$ cat src/common/seq_pkg.sv
/*
  Shared constants and carrier types for the shift register sequencer.
  Assumes a single 50 MHz core clock and AXI4-Lite register access.
*/
package seq_pkg;

  localparam int unsigned CLK_HZ         = 50000000;
  localparam int unsigned ADDR_W         = 8;
  localparam int unsigned STAGES         = 128;
  localparam int unsigned SAMPLES        = 256;

  // Register byte offsets.
  localparam logic [7:0] CTRL_OFS        = 8'h00;
  localparam logic [7:0] STATUS_OFS      = 8'h04;
  localparam logic [7:0] COUNT_OFS       = 8'h08;

  // Control register fields.
  localparam int unsigned CTRL_RANGE_LSB = 0;
  localparam int unsigned CTRL_DIRECT_BIT = 2;
  localparam logic [31:0] CTRL_RESET     = 32'h0000_0000;

  // Time base range selector codes written by software.
  localparam logic [1:0] RANGE_SLOW      = 2'h0;
  localparam logic [1:0] RANGE_500N      = 2'h1;
  localparam logic [1:0] RANGE_200N      = 2'h2;

  // Trim select codes, high bit then low bit.
  localparam logic [1:0] TRIM_SLOW       = 2'h0;
  localparam logic [1:0] TRIM_500N       = 2'h1;
  localparam logic [1:0] TRIM_200N       = 2'h2;

  // Output multiplexer address positions.
  localparam logic [1:0] MUX_POS_HOLD    = 2'h1;
  localparam logic [1:0] MUX_POS_REF     = 2'h2;
  localparam logic [1:0] MUX_POS_INT     = 2'h3;

  localparam logic [1:0] RESP_OKAY       = 2'h0;
  localparam logic [1:0] RESP_SLVERR     = 2'h2;

  typedef enum logic [1:0] {
    PH_RESET,
    PH_REF,
    PH_INTEGRATE,
    PH_HOLD
  } phase_t;

  typedef struct packed {
    logic reset;
    logic ctrl_a;
    logic ctrl_b;
  } section_ctrl_t;

  typedef struct packed {
    logic       acq_enable;
    logic       ecl_mode_input;
    logic       sampled_input_modes;
    logic       freq_output_enable;
    logic       timebase_fast_pulse;
    logic       readout_pulse;
  } ctrl_in_t;

endpackage

$ cat src/axil_regs.sv
/*
  AXI4-Lite slave holding the sequencer control word and returning status and count.
  Assumes one outstanding write and one outstanding read from the master.
*/
`timescale 1ns/100ps
module axil_regs
(
  // Clock and reset
  input  wire logic        core_clk,
  input  wire logic        resetn,
  // Write channels
  input  wire logic [7:0]  s_axi_awaddr,
  input  wire logic        s_axi_awvalid,
  output logic             s_axi_awready,
  input  wire logic [31:0] s_axi_wdata,
  input  wire logic [3:0]  s_axi_wstrb,
  input  wire logic        s_axi_wvalid,
  output logic             s_axi_wready,
  output logic [1:0]       s_axi_bresp,
  output logic             s_axi_bvalid,
  input  wire logic        s_axi_bready,
  // Read channels
  input  wire logic [7:0]  s_axi_araddr,
  input  wire logic        s_axi_arvalid,
  output logic             s_axi_arready,
  output logic [31:0]      s_axi_rdata,
  output logic [1:0]       s_axi_rresp,
  output logic             s_axi_rvalid,
  input  wire logic        s_axi_rready,
  // Block side
  output logic [31:0]      ctrl,
  input  wire logic [31:0] status,
  input  wire logic [31:0] count
);

  logic [7:0]  awaddr_r, awaddr_nxt;
  logic        aw_have_r, aw_have_nxt;
  logic [31:0] wdata_r, wdata_nxt;
  logic [3:0]  wstrb_r, wstrb_nxt;
  logic        w_have_r, w_have_nxt;
  logic        bvalid_r, bvalid_nxt;
  logic [1:0]  bresp_r, bresp_nxt;
  logic [31:0] ctrl_r, ctrl_nxt;
  logic        rvalid_r, rvalid_nxt;
  logic [31:0] rdata_r, rdata_nxt;
  logic [1:0]  rresp_r, rresp_nxt;

  always_comb
  begin
    awaddr_nxt  = awaddr_r;
    aw_have_nxt = aw_have_r;
    wdata_nxt   = wdata_r;
    wstrb_nxt   = wstrb_r;
    w_have_nxt  = w_have_r;
    bvalid_nxt  = bvalid_r;
    bresp_nxt   = bresp_r;
    ctrl_nxt    = ctrl_r;
    rvalid_nxt  = rvalid_r;
    rdata_nxt   = rdata_r;
    rresp_nxt   = rresp_r;
    if (s_axi_awvalid && s_axi_awready)
    begin
      awaddr_nxt  = s_axi_awaddr;
      aw_have_nxt = 1'b1;
    end
    if (s_axi_wvalid && s_axi_wready)
    begin
      wdata_nxt  = s_axi_wdata;
      wstrb_nxt  = s_axi_wstrb;
      w_have_nxt = 1'b1;
    end
    if (aw_have_r && w_have_r && !bvalid_r)
    begin
      aw_have_nxt = 1'b0;
      w_have_nxt  = 1'b0;
      bvalid_nxt  = 1'b1;
      bresp_nxt   = seq_pkg::RESP_OKAY;
      if ({awaddr_r[7:2], 2'b00} == seq_pkg::CTRL_OFS)
      begin
        for (int b = 0; b < 4; b++)
        begin
          if (wstrb_r[b])
          begin
            ctrl_nxt[b*8 +: 8] = wdata_r[b*8 +: 8];
          end
        end
      end
      else if ({awaddr_r[7:2], 2'b00} != seq_pkg::STATUS_OFS &&
               {awaddr_r[7:2], 2'b00} != seq_pkg::COUNT_OFS)
      begin
        bresp_nxt = seq_pkg::RESP_SLVERR;
      end
    end
    if (bvalid_r && s_axi_bready)
    begin
      bvalid_nxt = 1'b0;
    end
    if (s_axi_arvalid && s_axi_arready)
    begin
      rvalid_nxt = 1'b1;
      rresp_nxt  = seq_pkg::RESP_OKAY;
      unique case ({s_axi_araddr[7:2], 2'b00})
        seq_pkg::CTRL_OFS:   rdata_nxt = ctrl_r;
        seq_pkg::STATUS_OFS: rdata_nxt = status;
        seq_pkg::COUNT_OFS:  rdata_nxt = count;
        default:
        begin
          rdata_nxt = 32'h0000_0000;
          rresp_nxt = seq_pkg::RESP_SLVERR;
        end
      endcase
    end
    else if (rvalid_r && s_axi_rready)
    begin
      rvalid_nxt = 1'b0;
    end
  end

  always_ff @(posedge core_clk or negedge resetn)
  begin
    if (!resetn)
    begin
      awaddr_r  <= 8'h00;
      aw_have_r <= 1'b0;
      wdata_r   <= 32'h0000_0000;
      wstrb_r   <= 4'h0;
      w_have_r  <= 1'b0;
      bvalid_r  <= 1'b0;
      bresp_r   <= 2'h0;
      ctrl_r    <= seq_pkg::CTRL_RESET;
      rvalid_r  <= 1'b0;
      rdata_r   <= 32'h0000_0000;
      rresp_r   <= 2'h0;
    end
    else
    begin
      awaddr_r  <= awaddr_nxt;
      aw_have_r <= aw_have_nxt;
      wdata_r   <= wdata_nxt;
      wstrb_r   <= wstrb_nxt;
      w_have_r  <= w_have_nxt;
      bvalid_r  <= bvalid_nxt;
      bresp_r   <= bresp_nxt;
      ctrl_r    <= ctrl_nxt;
      rvalid_r  <= rvalid_nxt;
      rdata_r   <= rdata_nxt;
      rresp_r   <= rresp_nxt;
    end
  end

  assign s_axi_awready = !aw_have_r && !bvalid_r;
  assign s_axi_wready  = !w_have_r && !bvalid_r;
  assign s_axi_bvalid  = bvalid_r;
  assign s_axi_bresp   = bresp_r;
  assign s_axi_arready = !rvalid_r;
  assign s_axi_rvalid  = rvalid_r;
  assign s_axi_rdata   = rdata_r;
  assign s_axi_rresp   = rresp_r;
  assign ctrl          = ctrl_r;

endmodule

$ cat src/ccd_shift_register_sequencer.sv
/*
  Sequencer for a two-section analog charge-coupled shift register: write and
  read windows, output stage resets, multiplexer phases and trim selects.
  Assumes pulse inputs are asynchronous pins much slower than core_clk.
*/
// Decided for this implementation: the register offsets and the AXI4-Lite interface to the registers.
`timescale 1ns/100ps
// Functional notes
// [RL1] Trim select 00 slow, 01 for 0.5us/div, 10 for 0.2us/div.
// [RL2] Section reset high before first phase boundary, low at it.
// [RL3] Between reset release and output clock rise, multiplexer at position 2.
// [RL4] From output clock rise to next boundary, multiplexer at position 3.
// [RL5] Final phase: address 1, multiplexer disabled, value held.
// [RL6] Second section phases run half a sample shifted from the first.
// [RL7] Register mode: second control line alternates sections onto converter.
// [RL8] Directly sampled modes route track-and-hold input to converter.
// [RL9] Window flip-flops move only while acquisition enable is high. The code also forces both windows high in ECL mode.
// [RL10] Write window low shifts samples in with fast-pulse derived clock.
// [RL11] Write window changes only on even fast pulses. The code also closes it in ECL mode.
// [RL12] Read window shifts out on readout pulse, changes only with it. The code also closes it in ECL mode.
// [RL13] Sequencing steps on fast pulse or readout pulse and its inverse.
// [RL14] ECL mode input high: sequencer idle, phase signal held high.
// [RL15] Write window high: controls and phase inhibited, resets held high. The code inhibits while write window is low instead.
// [RL16] Two sections of 128 stages; readout after all 256 filled.
// [RL17] Hold-convert from readout pulses, first one suppressed.
// [RL18] Pulses sampled as enables with edge detection in one clock.
module ccd_shift_register_sequencer
#(
  parameter int unsigned STAGES = seq_pkg::STAGES
)
(
  // Clock and reset
  input  wire logic        core_clk,
  input  wire logic        resetn,
  // Acquisition control pins
  input  wire logic        acq_enable,
  input  wire logic        ecl_mode_input,
  input  wire logic        sampled_input_modes,
  input  wire logic        freq_output_enable,
  input  wire logic        timebase_fast_pulse,
  input  wire logic        readout_pulse,
  // Register bus
  input  wire logic [7:0]  s_axi_awaddr,
  input  wire logic        s_axi_awvalid,
  output logic             s_axi_awready,
  input  wire logic [31:0] s_axi_wdata,
  input  wire logic [3:0]  s_axi_wstrb,
  input  wire logic        s_axi_wvalid,
  output logic             s_axi_wready,
  output logic [1:0]       s_axi_bresp,
  output logic             s_axi_bvalid,
  input  wire logic        s_axi_bready,
  input  wire logic [7:0]  s_axi_araddr,
  input  wire logic        s_axi_arvalid,
  output logic             s_axi_arready,
  output logic [31:0]      s_axi_rdata,
  output logic [1:0]       s_axi_rresp,
  output logic             s_axi_rvalid,
  input  wire logic        s_axi_rready,
  // Register and clock driver side
  output logic             write_window_n,
  output logic             read_window_n,
  output logic             section_one_reset,
  output logic             section_two_reset,
  output logic             outmux_ctrl_a,
  output logic             outmux_ctrl_b,
  output logic             phase_drive,
  output logic             ccd_output_clock,
  output logic             clock_driver_drive,
  output logic             hold_convert_ccd,
  // Analog routing selects
  output logic             trim_sel_high,
  output logic             trim_sel_low,
  output logic             vout_sel_section_two,
  output logic             vout_sel_direct
);

  localparam int unsigned CW = $clog2(STAGES + 1);

  logic [31:0] ctrl;
  logic [31:0] status;
  logic [31:0] count;
  seq_pkg::ctrl_in_t pins;
  seq_pkg::ctrl_in_t lv;
  logic        tbf_rise;
  logic        ro_rise;
  logic        ro_fall;
  logic        ro_level;
  logic [5:0]  rises;

  assign pins = '{acq_enable, ecl_mode_input, sampled_input_modes,
                  freq_output_enable, timebase_fast_pulse, readout_pulse};

  // [RL18] synchronise every pin
  for (genvar i = 0; i < 6; i++)
  begin : g_sync
    pulse_edge u_sync
    (
      .core_clk (core_clk),
      .resetn   (resetn),
      .pin      (pins[i]),
      .level    (lv[i]),
      .rise     (rises[i])
    );
  end

  assign tbf_rise = rises[1];
  assign ro_rise  = rises[0];
  assign ro_level = lv.readout_pulse;

  axil_regs u_regs
  (
    .core_clk      (core_clk),
    .resetn        (resetn),
    .s_axi_awaddr  (s_axi_awaddr),
    .s_axi_awvalid (s_axi_awvalid),
    .s_axi_awready (s_axi_awready),
    .s_axi_wdata   (s_axi_wdata),
    .s_axi_wstrb   (s_axi_wstrb),
    .s_axi_wvalid  (s_axi_wvalid),
    .s_axi_wready  (s_axi_wready),
    .s_axi_bresp   (s_axi_bresp),
    .s_axi_bvalid  (s_axi_bvalid),
    .s_axi_bready  (s_axi_bready),
    .s_axi_araddr  (s_axi_araddr),
    .s_axi_arvalid (s_axi_arvalid),
    .s_axi_arready (s_axi_arready),
    .s_axi_rdata   (s_axi_rdata),
    .s_axi_rresp   (s_axi_rresp),
    .s_axi_rvalid  (s_axi_rvalid),
    .s_axi_rready  (s_axi_rready),
    .ctrl          (ctrl),
    .status        (status),
    .count         (count)
  );

  logic        ro_prev_r, ro_prev_nxt;
  logic        tbf_half_r, tbf_half_nxt;
  logic        wr_n_r, wr_n_nxt;
  logic        rd_n_r, rd_n_nxt;
  logic [CW-1:0] wcnt_r, wcnt_nxt;
  logic [CW-1:0] rcnt_r, rcnt_nxt;
  logic        first_hc_r, first_hc_nxt;
  logic        hc_r, hc_nxt;
  logic        step;
  logic        armed;
  seq_pkg::phase_t ph_r, ph_nxt;
  seq_pkg::section_ctrl_t s1, s2;
  logic        inhibit;
  logic [1:0]  trim_r, trim_nxt;
  logic        sec_r, sec_nxt;

  assign ro_fall = ro_prev_r & ~ro_level;
  // [RL9] windows move only when armed or when ECL mode forces both high
  assign armed   = lv.acq_enable & lv.freq_output_enable & ~lv.sampled_input_modes;
  // [RL13] step on fast pulse while writing, else readout edges
  assign step    = !wr_n_r ? tbf_rise : (ro_rise | ro_fall);
  // [RL15] write window inhibits output sequencing
  assign inhibit = lv.ecl_mode_input | !wr_n_r;

  always_comb
  begin
    ro_prev_nxt  = ro_level;
    tbf_half_nxt = tbf_half_r ^ tbf_rise;
    wr_n_nxt     = wr_n_r;
    rd_n_nxt     = rd_n_r;
    wcnt_nxt     = wcnt_r;
    rcnt_nxt     = rcnt_r;
    first_hc_nxt = first_hc_r;
    hc_nxt       = 1'b0;
    ph_nxt       = ph_r;
    sec_nxt      = sec_r;
    trim_nxt     = trim_r;
    // [RL1] trim code from time base range
    unique case (ctrl[seq_pkg::CTRL_RANGE_LSB +: 2])
      seq_pkg::RANGE_500N: trim_nxt = seq_pkg::TRIM_500N;
      seq_pkg::RANGE_200N: trim_nxt = seq_pkg::TRIM_200N;
      default:             trim_nxt = seq_pkg::TRIM_SLOW;
    endcase
    if (lv.ecl_mode_input)
    begin
      // [RL14] whole sequencer idle
      wr_n_nxt = 1'b1;
      rd_n_nxt = 1'b1;
      ph_nxt   = seq_pkg::PH_RESET;
    end
    else if (armed)
    begin
      // [RL11] write window toggles only on even fast pulses or when ECL mode closes it
      if (tbf_rise && tbf_half_r)
      begin
        if (wr_n_r && rd_n_r && wcnt_r == '0)
        begin
          wr_n_nxt = 1'b0;
        end
        else if (!wr_n_r && wcnt_r == CW'(STAGES))
        begin
          // [RL16] all stages filled, readout may begin
          wr_n_nxt = 1'b1;
        end
      end
      // [RL10] fill counts fast pulse pairs, one per section pair
      if (!wr_n_r && tbf_rise && tbf_half_r && wcnt_r != CW'(STAGES))
      begin
        wcnt_nxt = wcnt_r + CW'(1);
      end
      // [RL12] read window follows readout pulse
      if (ro_rise)
      begin
        if (wr_n_r && rd_n_r && wcnt_r == CW'(STAGES))
        begin
          rd_n_nxt     = 1'b0;
          rcnt_nxt     = '0;
          first_hc_nxt = 1'b1;
        end
        else if (!rd_n_r)
        begin
          // [RL17] first hold-convert pulse suppressed
          hc_nxt       = !first_hc_r;
          first_hc_nxt = 1'b0;
          if (rcnt_r == CW'(STAGES))
          begin
            rd_n_nxt = 1'b1;
            wcnt_nxt = '0;
          end
          else
          begin
            rcnt_nxt = rcnt_r + CW'(1);
          end
        end
      end
    end
    if (inhibit)
    begin
      ph_nxt = seq_pkg::PH_RESET;
    end
    else if (step)
    begin
      unique case (ph_r)
        seq_pkg::PH_RESET:     ph_nxt = seq_pkg::PH_REF;
        seq_pkg::PH_REF:       ph_nxt = seq_pkg::PH_INTEGRATE;
        seq_pkg::PH_INTEGRATE: ph_nxt = seq_pkg::PH_HOLD;
        seq_pkg::PH_HOLD:
        begin
          ph_nxt  = seq_pkg::PH_RESET;
          sec_nxt = ~sec_r;
        end
      endcase
    end
  end

  always_ff @(posedge core_clk or negedge resetn)
  begin
    if (!resetn)
    begin
      ro_prev_r  <= 1'b0;
      tbf_half_r <= 1'b0;
      wr_n_r     <= 1'b1;
      rd_n_r     <= 1'b1;
      wcnt_r     <= '0;
      rcnt_r     <= '0;
      first_hc_r <= 1'b0;
      hc_r       <= 1'b0;
      ph_r       <= seq_pkg::PH_RESET;
      sec_r      <= 1'b0;
      trim_r     <= seq_pkg::TRIM_SLOW;
    end
    else
    begin
      ro_prev_r  <= ro_prev_nxt;
      tbf_half_r <= tbf_half_nxt;
      wr_n_r     <= wr_n_nxt;
      rd_n_r     <= rd_n_nxt;
      wcnt_r     <= wcnt_nxt;
      rcnt_r     <= rcnt_nxt;
      first_hc_r <= first_hc_nxt;
      hc_r       <= hc_nxt;
      ph_r       <= ph_nxt;
      sec_r      <= sec_nxt;
      trim_r     <= trim_nxt;
    end
  end

  // Two bits of multiplexer address per phase; the second bit doubles as the
  // multiplexer enable, so hold uses address 1 with the enable low.
  function automatic seq_pkg::section_ctrl_t sect(input seq_pkg::phase_t p);
    seq_pkg::section_ctrl_t s;
    s = '{1'b0, 1'b0, 1'b0};
    unique case (p)
      // [RL2] reset high until first boundary
      seq_pkg::PH_RESET:     s = '{1'b1, 1'b0, 1'b0};
      // [RL3] position 2 captures reference
      seq_pkg::PH_REF:       s = '{1'b0, seq_pkg::MUX_POS_REF[0], seq_pkg::MUX_POS_REF[1]};
      // [RL4] position 3 integrates
      seq_pkg::PH_INTEGRATE: s = '{1'b0, seq_pkg::MUX_POS_INT[0], seq_pkg::MUX_POS_INT[1]};
      // [RL5] position 1, enable low, value held
      seq_pkg::PH_HOLD:      s = '{1'b0, seq_pkg::MUX_POS_HOLD[0], seq_pkg::MUX_POS_HOLD[1]};
    endcase
    return s;
  endfunction

  assign s1 = inhibit ? '{1'b1, 1'b0, 1'b0} : sect(ph_r);
  // [RL6] second section offset by two phases
  assign s2 = inhibit ? '{1'b1, 1'b0, 1'b0} : sect(seq_pkg::phase_t'(ph_r + 2'h2));

  assign write_window_n     = wr_n_r;
  assign read_window_n      = rd_n_r;
  assign section_one_reset  = s1.reset;
  assign section_two_reset  = s2.reset;
  assign outmux_ctrl_a      = s1.ctrl_a;
  assign outmux_ctrl_b      = s1.ctrl_b;
  // [RL14] phase signal high while idle
  assign phase_drive        = inhibit ? 1'b1 : ph_r[0];
  assign ccd_output_clock   = (ph_r == seq_pkg::PH_INTEGRATE) || (ph_r == seq_pkg::PH_HOLD);
  assign clock_driver_drive = !wr_n_r ? tbf_half_r : (!rd_n_r ? ro_level : 1'b0);
  assign hold_convert_ccd   = hc_r;
  assign trim_sel_high      = trim_r[1];
  assign trim_sel_low       = trim_r[0];
  // [RL8] direct input in sampled modes
  assign vout_sel_direct    = lv.sampled_input_modes | ctrl[seq_pkg::CTRL_DIRECT_BIT];
  // [RL7] held section select
  assign vout_sel_section_two = s1.ctrl_b;

  assign status = {24'h0, lv.ecl_mode_input, lv.acq_enable, ph_r, sec_r, first_hc_r,
                   rd_n_r, wr_n_r};
  assign count  = {16'h0, 8'(rcnt_r), 8'(wcnt_r)};

endmodule

$ cat src/pulse_edge.sv
/*
  Two-stage synchroniser followed by a rising edge detector.
  Assumes the input is asynchronous to core_clk and slower than it.
*/
`timescale 1ns/100ps
module pulse_edge
(
  // Clock and reset
  input  wire logic core_clk,
  input  wire logic resetn,
  // Pin side
  input  wire logic pin,
  // Core side
  output logic      level,
  output logic      rise
);

  logic meta_r;
  logic sync_r;
  logic prev_r;
  logic meta_nxt;

  always_comb
  begin
    meta_nxt = pin;
  end

  always_ff @(posedge core_clk or negedge resetn)
  begin
    if (!resetn)
    begin
      meta_r <= 1'b0;
      sync_r <= 1'b0;
      prev_r <= 1'b0;
    end
    else
    begin
      meta_r <= meta_nxt;
      sync_r <= meta_r;
      prev_r <= sync_r;
    end
  end

  assign level = sync_r;
  assign rise  = sync_r & ~prev_r;

endmodule

$ cat config.mk
export PLATFORM = sky130hd
export DESIGN_NAME = ccd_shift_register_sequencer
export DESIGN_NICKNAME = d
export VERILOG_FILES = /design/src/common/seq_pkg.sv /design/src/axil_regs.sv /design/src/ccd_shift_register_sequencer.sv /design/src/pulse_edge.sv
export SDC_FILE = /design/constraint.sdc
export NUM_CORES = 1
export LEC_CHECK = 0
export ABC_AREA = 1
export BUFFER_PORTS_ARGS = -buffer_cell sky130_fd_sc_hd__buf_2
export CAP_MARGIN = 20
export CORE_MARGIN = 5
export CORE_UTILIZATION = 40
export DETAILED_ROUTE_END_ITERATION = 8
export PLACE_DENSITY = 0.73
export SYNTH_ARGS = -nofsm -noshare
export SYNTH_HDL_FRONTEND = slang
export SYNTH_HIERARCHICAL = 1
export SYNTH_SLANG_ARGS = --single-unit
$ cat constraint.sdc
create_clock -name core_clk -period 1.4 [get_ports core_clk]
set_input_delay 0.14 -clock core_clk [delete_from_list [all_inputs] [get_ports core_clk]]
set_output_delay 0.14 -clock core_clk [all_outputs]
set_load 0.01 [all_outputs]
==> out/qor.csv <==
stage;metric;value;unit
detailed_routing;# DRC;0;
synthesis;Mapped Area;7300;um^2
floorplanning;# rows;49;
hold_path;Worst Hold Class;primary input to register;
sta;pins over their slew limit;0;
detailed_routing;Vias/cell;5.02;
sta;fmax;0.581;GHz
sta;Tcrit/Tclk final;123;%
pwr;P_leak;5.23;nW
cts;Clock Tree Buf Depth;2;
grt;vias in the first global route;6091;
detailed_routing;Starting DRT DRC Count;569;
floorplanning;Die X;145;um
critical_path;WP data arrival;1.58;ns
critical_path;Worst Path Required;1.26;ns
grt;grt ovf;0;
critical_path;crit-path max FO;3;
cts;Num CTS Buffers;17;
grt;M1 GR Usage;25.9;%
finish;Layout Nets;1124;
cts;CTS tree;done;
grt;global-route track usage on met3;3.62;%
run_status;failing checks;negative setup slack;
floorplanning;Initial Util;40.6;%
critical_path;Crit path largest cell delay;0.55;ns
cts;clk sinks;153;
critical_path;slowest cell on the critical path;dfstp_2;
pwr;Max VDD drop;0.00101;V
detailed_routing;WL per Instance;14.6;um
sta;Worst Skew;0.00800;ns
place;number of instances in the placed design;1184;
synthesis;syn_area_per_cell;9.28;um^2
sta;Setup TNS Final;-2.42;ns
grt;initial antenna violation count;0;
detailed_routing;routed vias;6487;
sta;RSZ-0062 raised after global routing;true;
pwr;Power Density;1330;nW/um^2
critical_path;CP endpoint kind;output port;
finish;Area growth syn-to-layout;41.9;%
place;DPL Wire Length;12.6;mm
critical_path;Setup crit start kind;register;
grt;Most Crowded Layer GR;met1;
finish;Non-Filler Instances;1291;
grt;All-Layer GR Usage;17.3;%
critical_path;worst path cell trace;inv_4, nor2_4, inv_2, or2_1, nor2_2, buf_2;
floorplanning;core area;18000;um^2
finish;n_diodes;0;
detailed_routing;post-route ant nets;0;
sta;endpoints failing setup;33;
pwr;total power draw;13.8;mW
detailed_routing;final WL;18.9;mm
grt;M2 GR Usage;24.6;%
cts;clock-pin slew on the worst setup and hold paths;0.06;ns
synthesis;synth warn;6;
synthesis;Synth Instances;787;
sta;setup slack after layout;-0.322;ns
cts;Clock Latency Late Sink;0.42;ns
finish;layout cells sized above 1;34.7;%
floorplanning;IO Pins;120;
critical_path;Crit Path Class;register to output port;
sta;Final Critical Period;1.72;ns
grt;first-pass GRT wire length;30.7;mm
place;Final Wtd Congestion;0.869;
sta;final hold violation count;0;
cts;Root Buffer;clkbuf_16;
grt;largest net degree at the start of global routing;89;
floorplanning;Die Y;145;um
detailed_routing;first drt pass iteration count;5;
place;port bufs;113;
flow_run;Max-Cap Viols;0;
floorplanning;die area;21100;um^2
run_status;status;complete, but fails checks;
cts;H-tree Lvls;4;
==> where the power goes <==
| part | switching [mW] | internal, mW | total, mW | leakage (nW) |
|---|---|---|---|---|
| registers | 0.637 | 5.35 | 5.99 | 1.97 |
| logic | 1.45 | 1.61 | 3.06 | 2.96 |
| clock network | 1.84 | 2.87 | 4.71 | 0.303 |
==> registers in the layout, indices dropped and copies added, names as in the netlist, 2 cells and up <==
register,count
g_sync.u_sync/level,6
g_sync.u_sync/meta_r,6
g_sync.u_sync/prev_r,2
ph_r,2
rcnt_r,8
trim_r,2
u_regs/awaddr_r,6
u_regs/ctrl,32
u_regs/s_axi_rdata,32
u_regs/wdata_r,32
u_regs/wstrb_r,4
wcnt_r,8
==> worst paths after layout <==
path / from / end / slack, ns / cells past startpoint
worst max-delay path: write_window_n / outmux_ctrl_a / -0.32 / 6
worst min-delay path: s_axi_wvalid / u_regs/w_have_r / 0.003 / 3
worst max register to register: u_regs/s_axi_bvalid / u_regs/ctrl[3] / -0.04 / 7
worst min register to register: g_sync[3].u_sync/meta_r / g_sync[3].u_sync/level / 0.34 / 0
max in group asynchronous: resetn / write_window_n / 0.66 / 3
min in group asynchronous: resetn / g_sync[4].u_sync/meta_r / 0.17 / 2
==> cell usage in the layout (no fill, tap or decap), types with 15 or more instances in the layout <==
cell and n:
nand2_1 189, conb_1 42, buf_6 18, dfrtp_1 149, nand2_2 17, nor2_4 15
clkbuf_16 17, buf_4 57, dlygate4sd3_1 51, nand4_1 101, buf_2 111, o21ai_0 28
inv_1 28, mux2_2 40, nor2_1 25, nand3_1 45
==> what timing repair did <==
action / 4_1_cts / 5_1_grt
gates resized for setup: 34 / 63
setup buffers: 10 / 11
endpoints found under the setup margin: 23 / 102
endpoints found under the hold margin: 202 / 0
pin swaps: 16 / 48
hold buffers: 51 / 0
gates cloned: 0 / 4
==> layout make-up <==
class,count,area (um^2)
Clock buffer,18,439
Clock inverter,13,169
Fill cell,1514,7600
Inverter,42,160
Multi-Input combinational cell,588,3550
Sequential cell,153,3830
Tap cell,229,287
Timing Repair Buffer,248,1920
==> worst max-delay path: cells and delay by family (launching register included) <==
family        cells  cell delay, ns
buf+inv           3            0.23
flops             1            0.55
simple gates      3            0.39
==> through the flow <==
step / hold slack (ns) / instance area [um^2] / util [%] / worst slack, ns
2_1_floorplan: -0.156 / 7460 / - / 0.00263
3_3_place_gp: 0.0458 / 8680 / 48.3 / -0.00113
3_5_place_dp: 0.0409 / 8680 / 48.3 / -0.0550
6_report: 0.00303 / 10400 / 57.7 / -0.322
4_1_cts: 0.0199 / 10000 / 55.8 / -0.335
5_1_grt: 0.0151 / 10400 / 57.7 / -0.410
==> metal layers <==
metal	up-vias	routed length, um
li1	3201	-
met4	0	332
met1	3054	8960
met3	34	1090
met2	198	8520
met5	-	0
(Power assumes the default switching activity.)
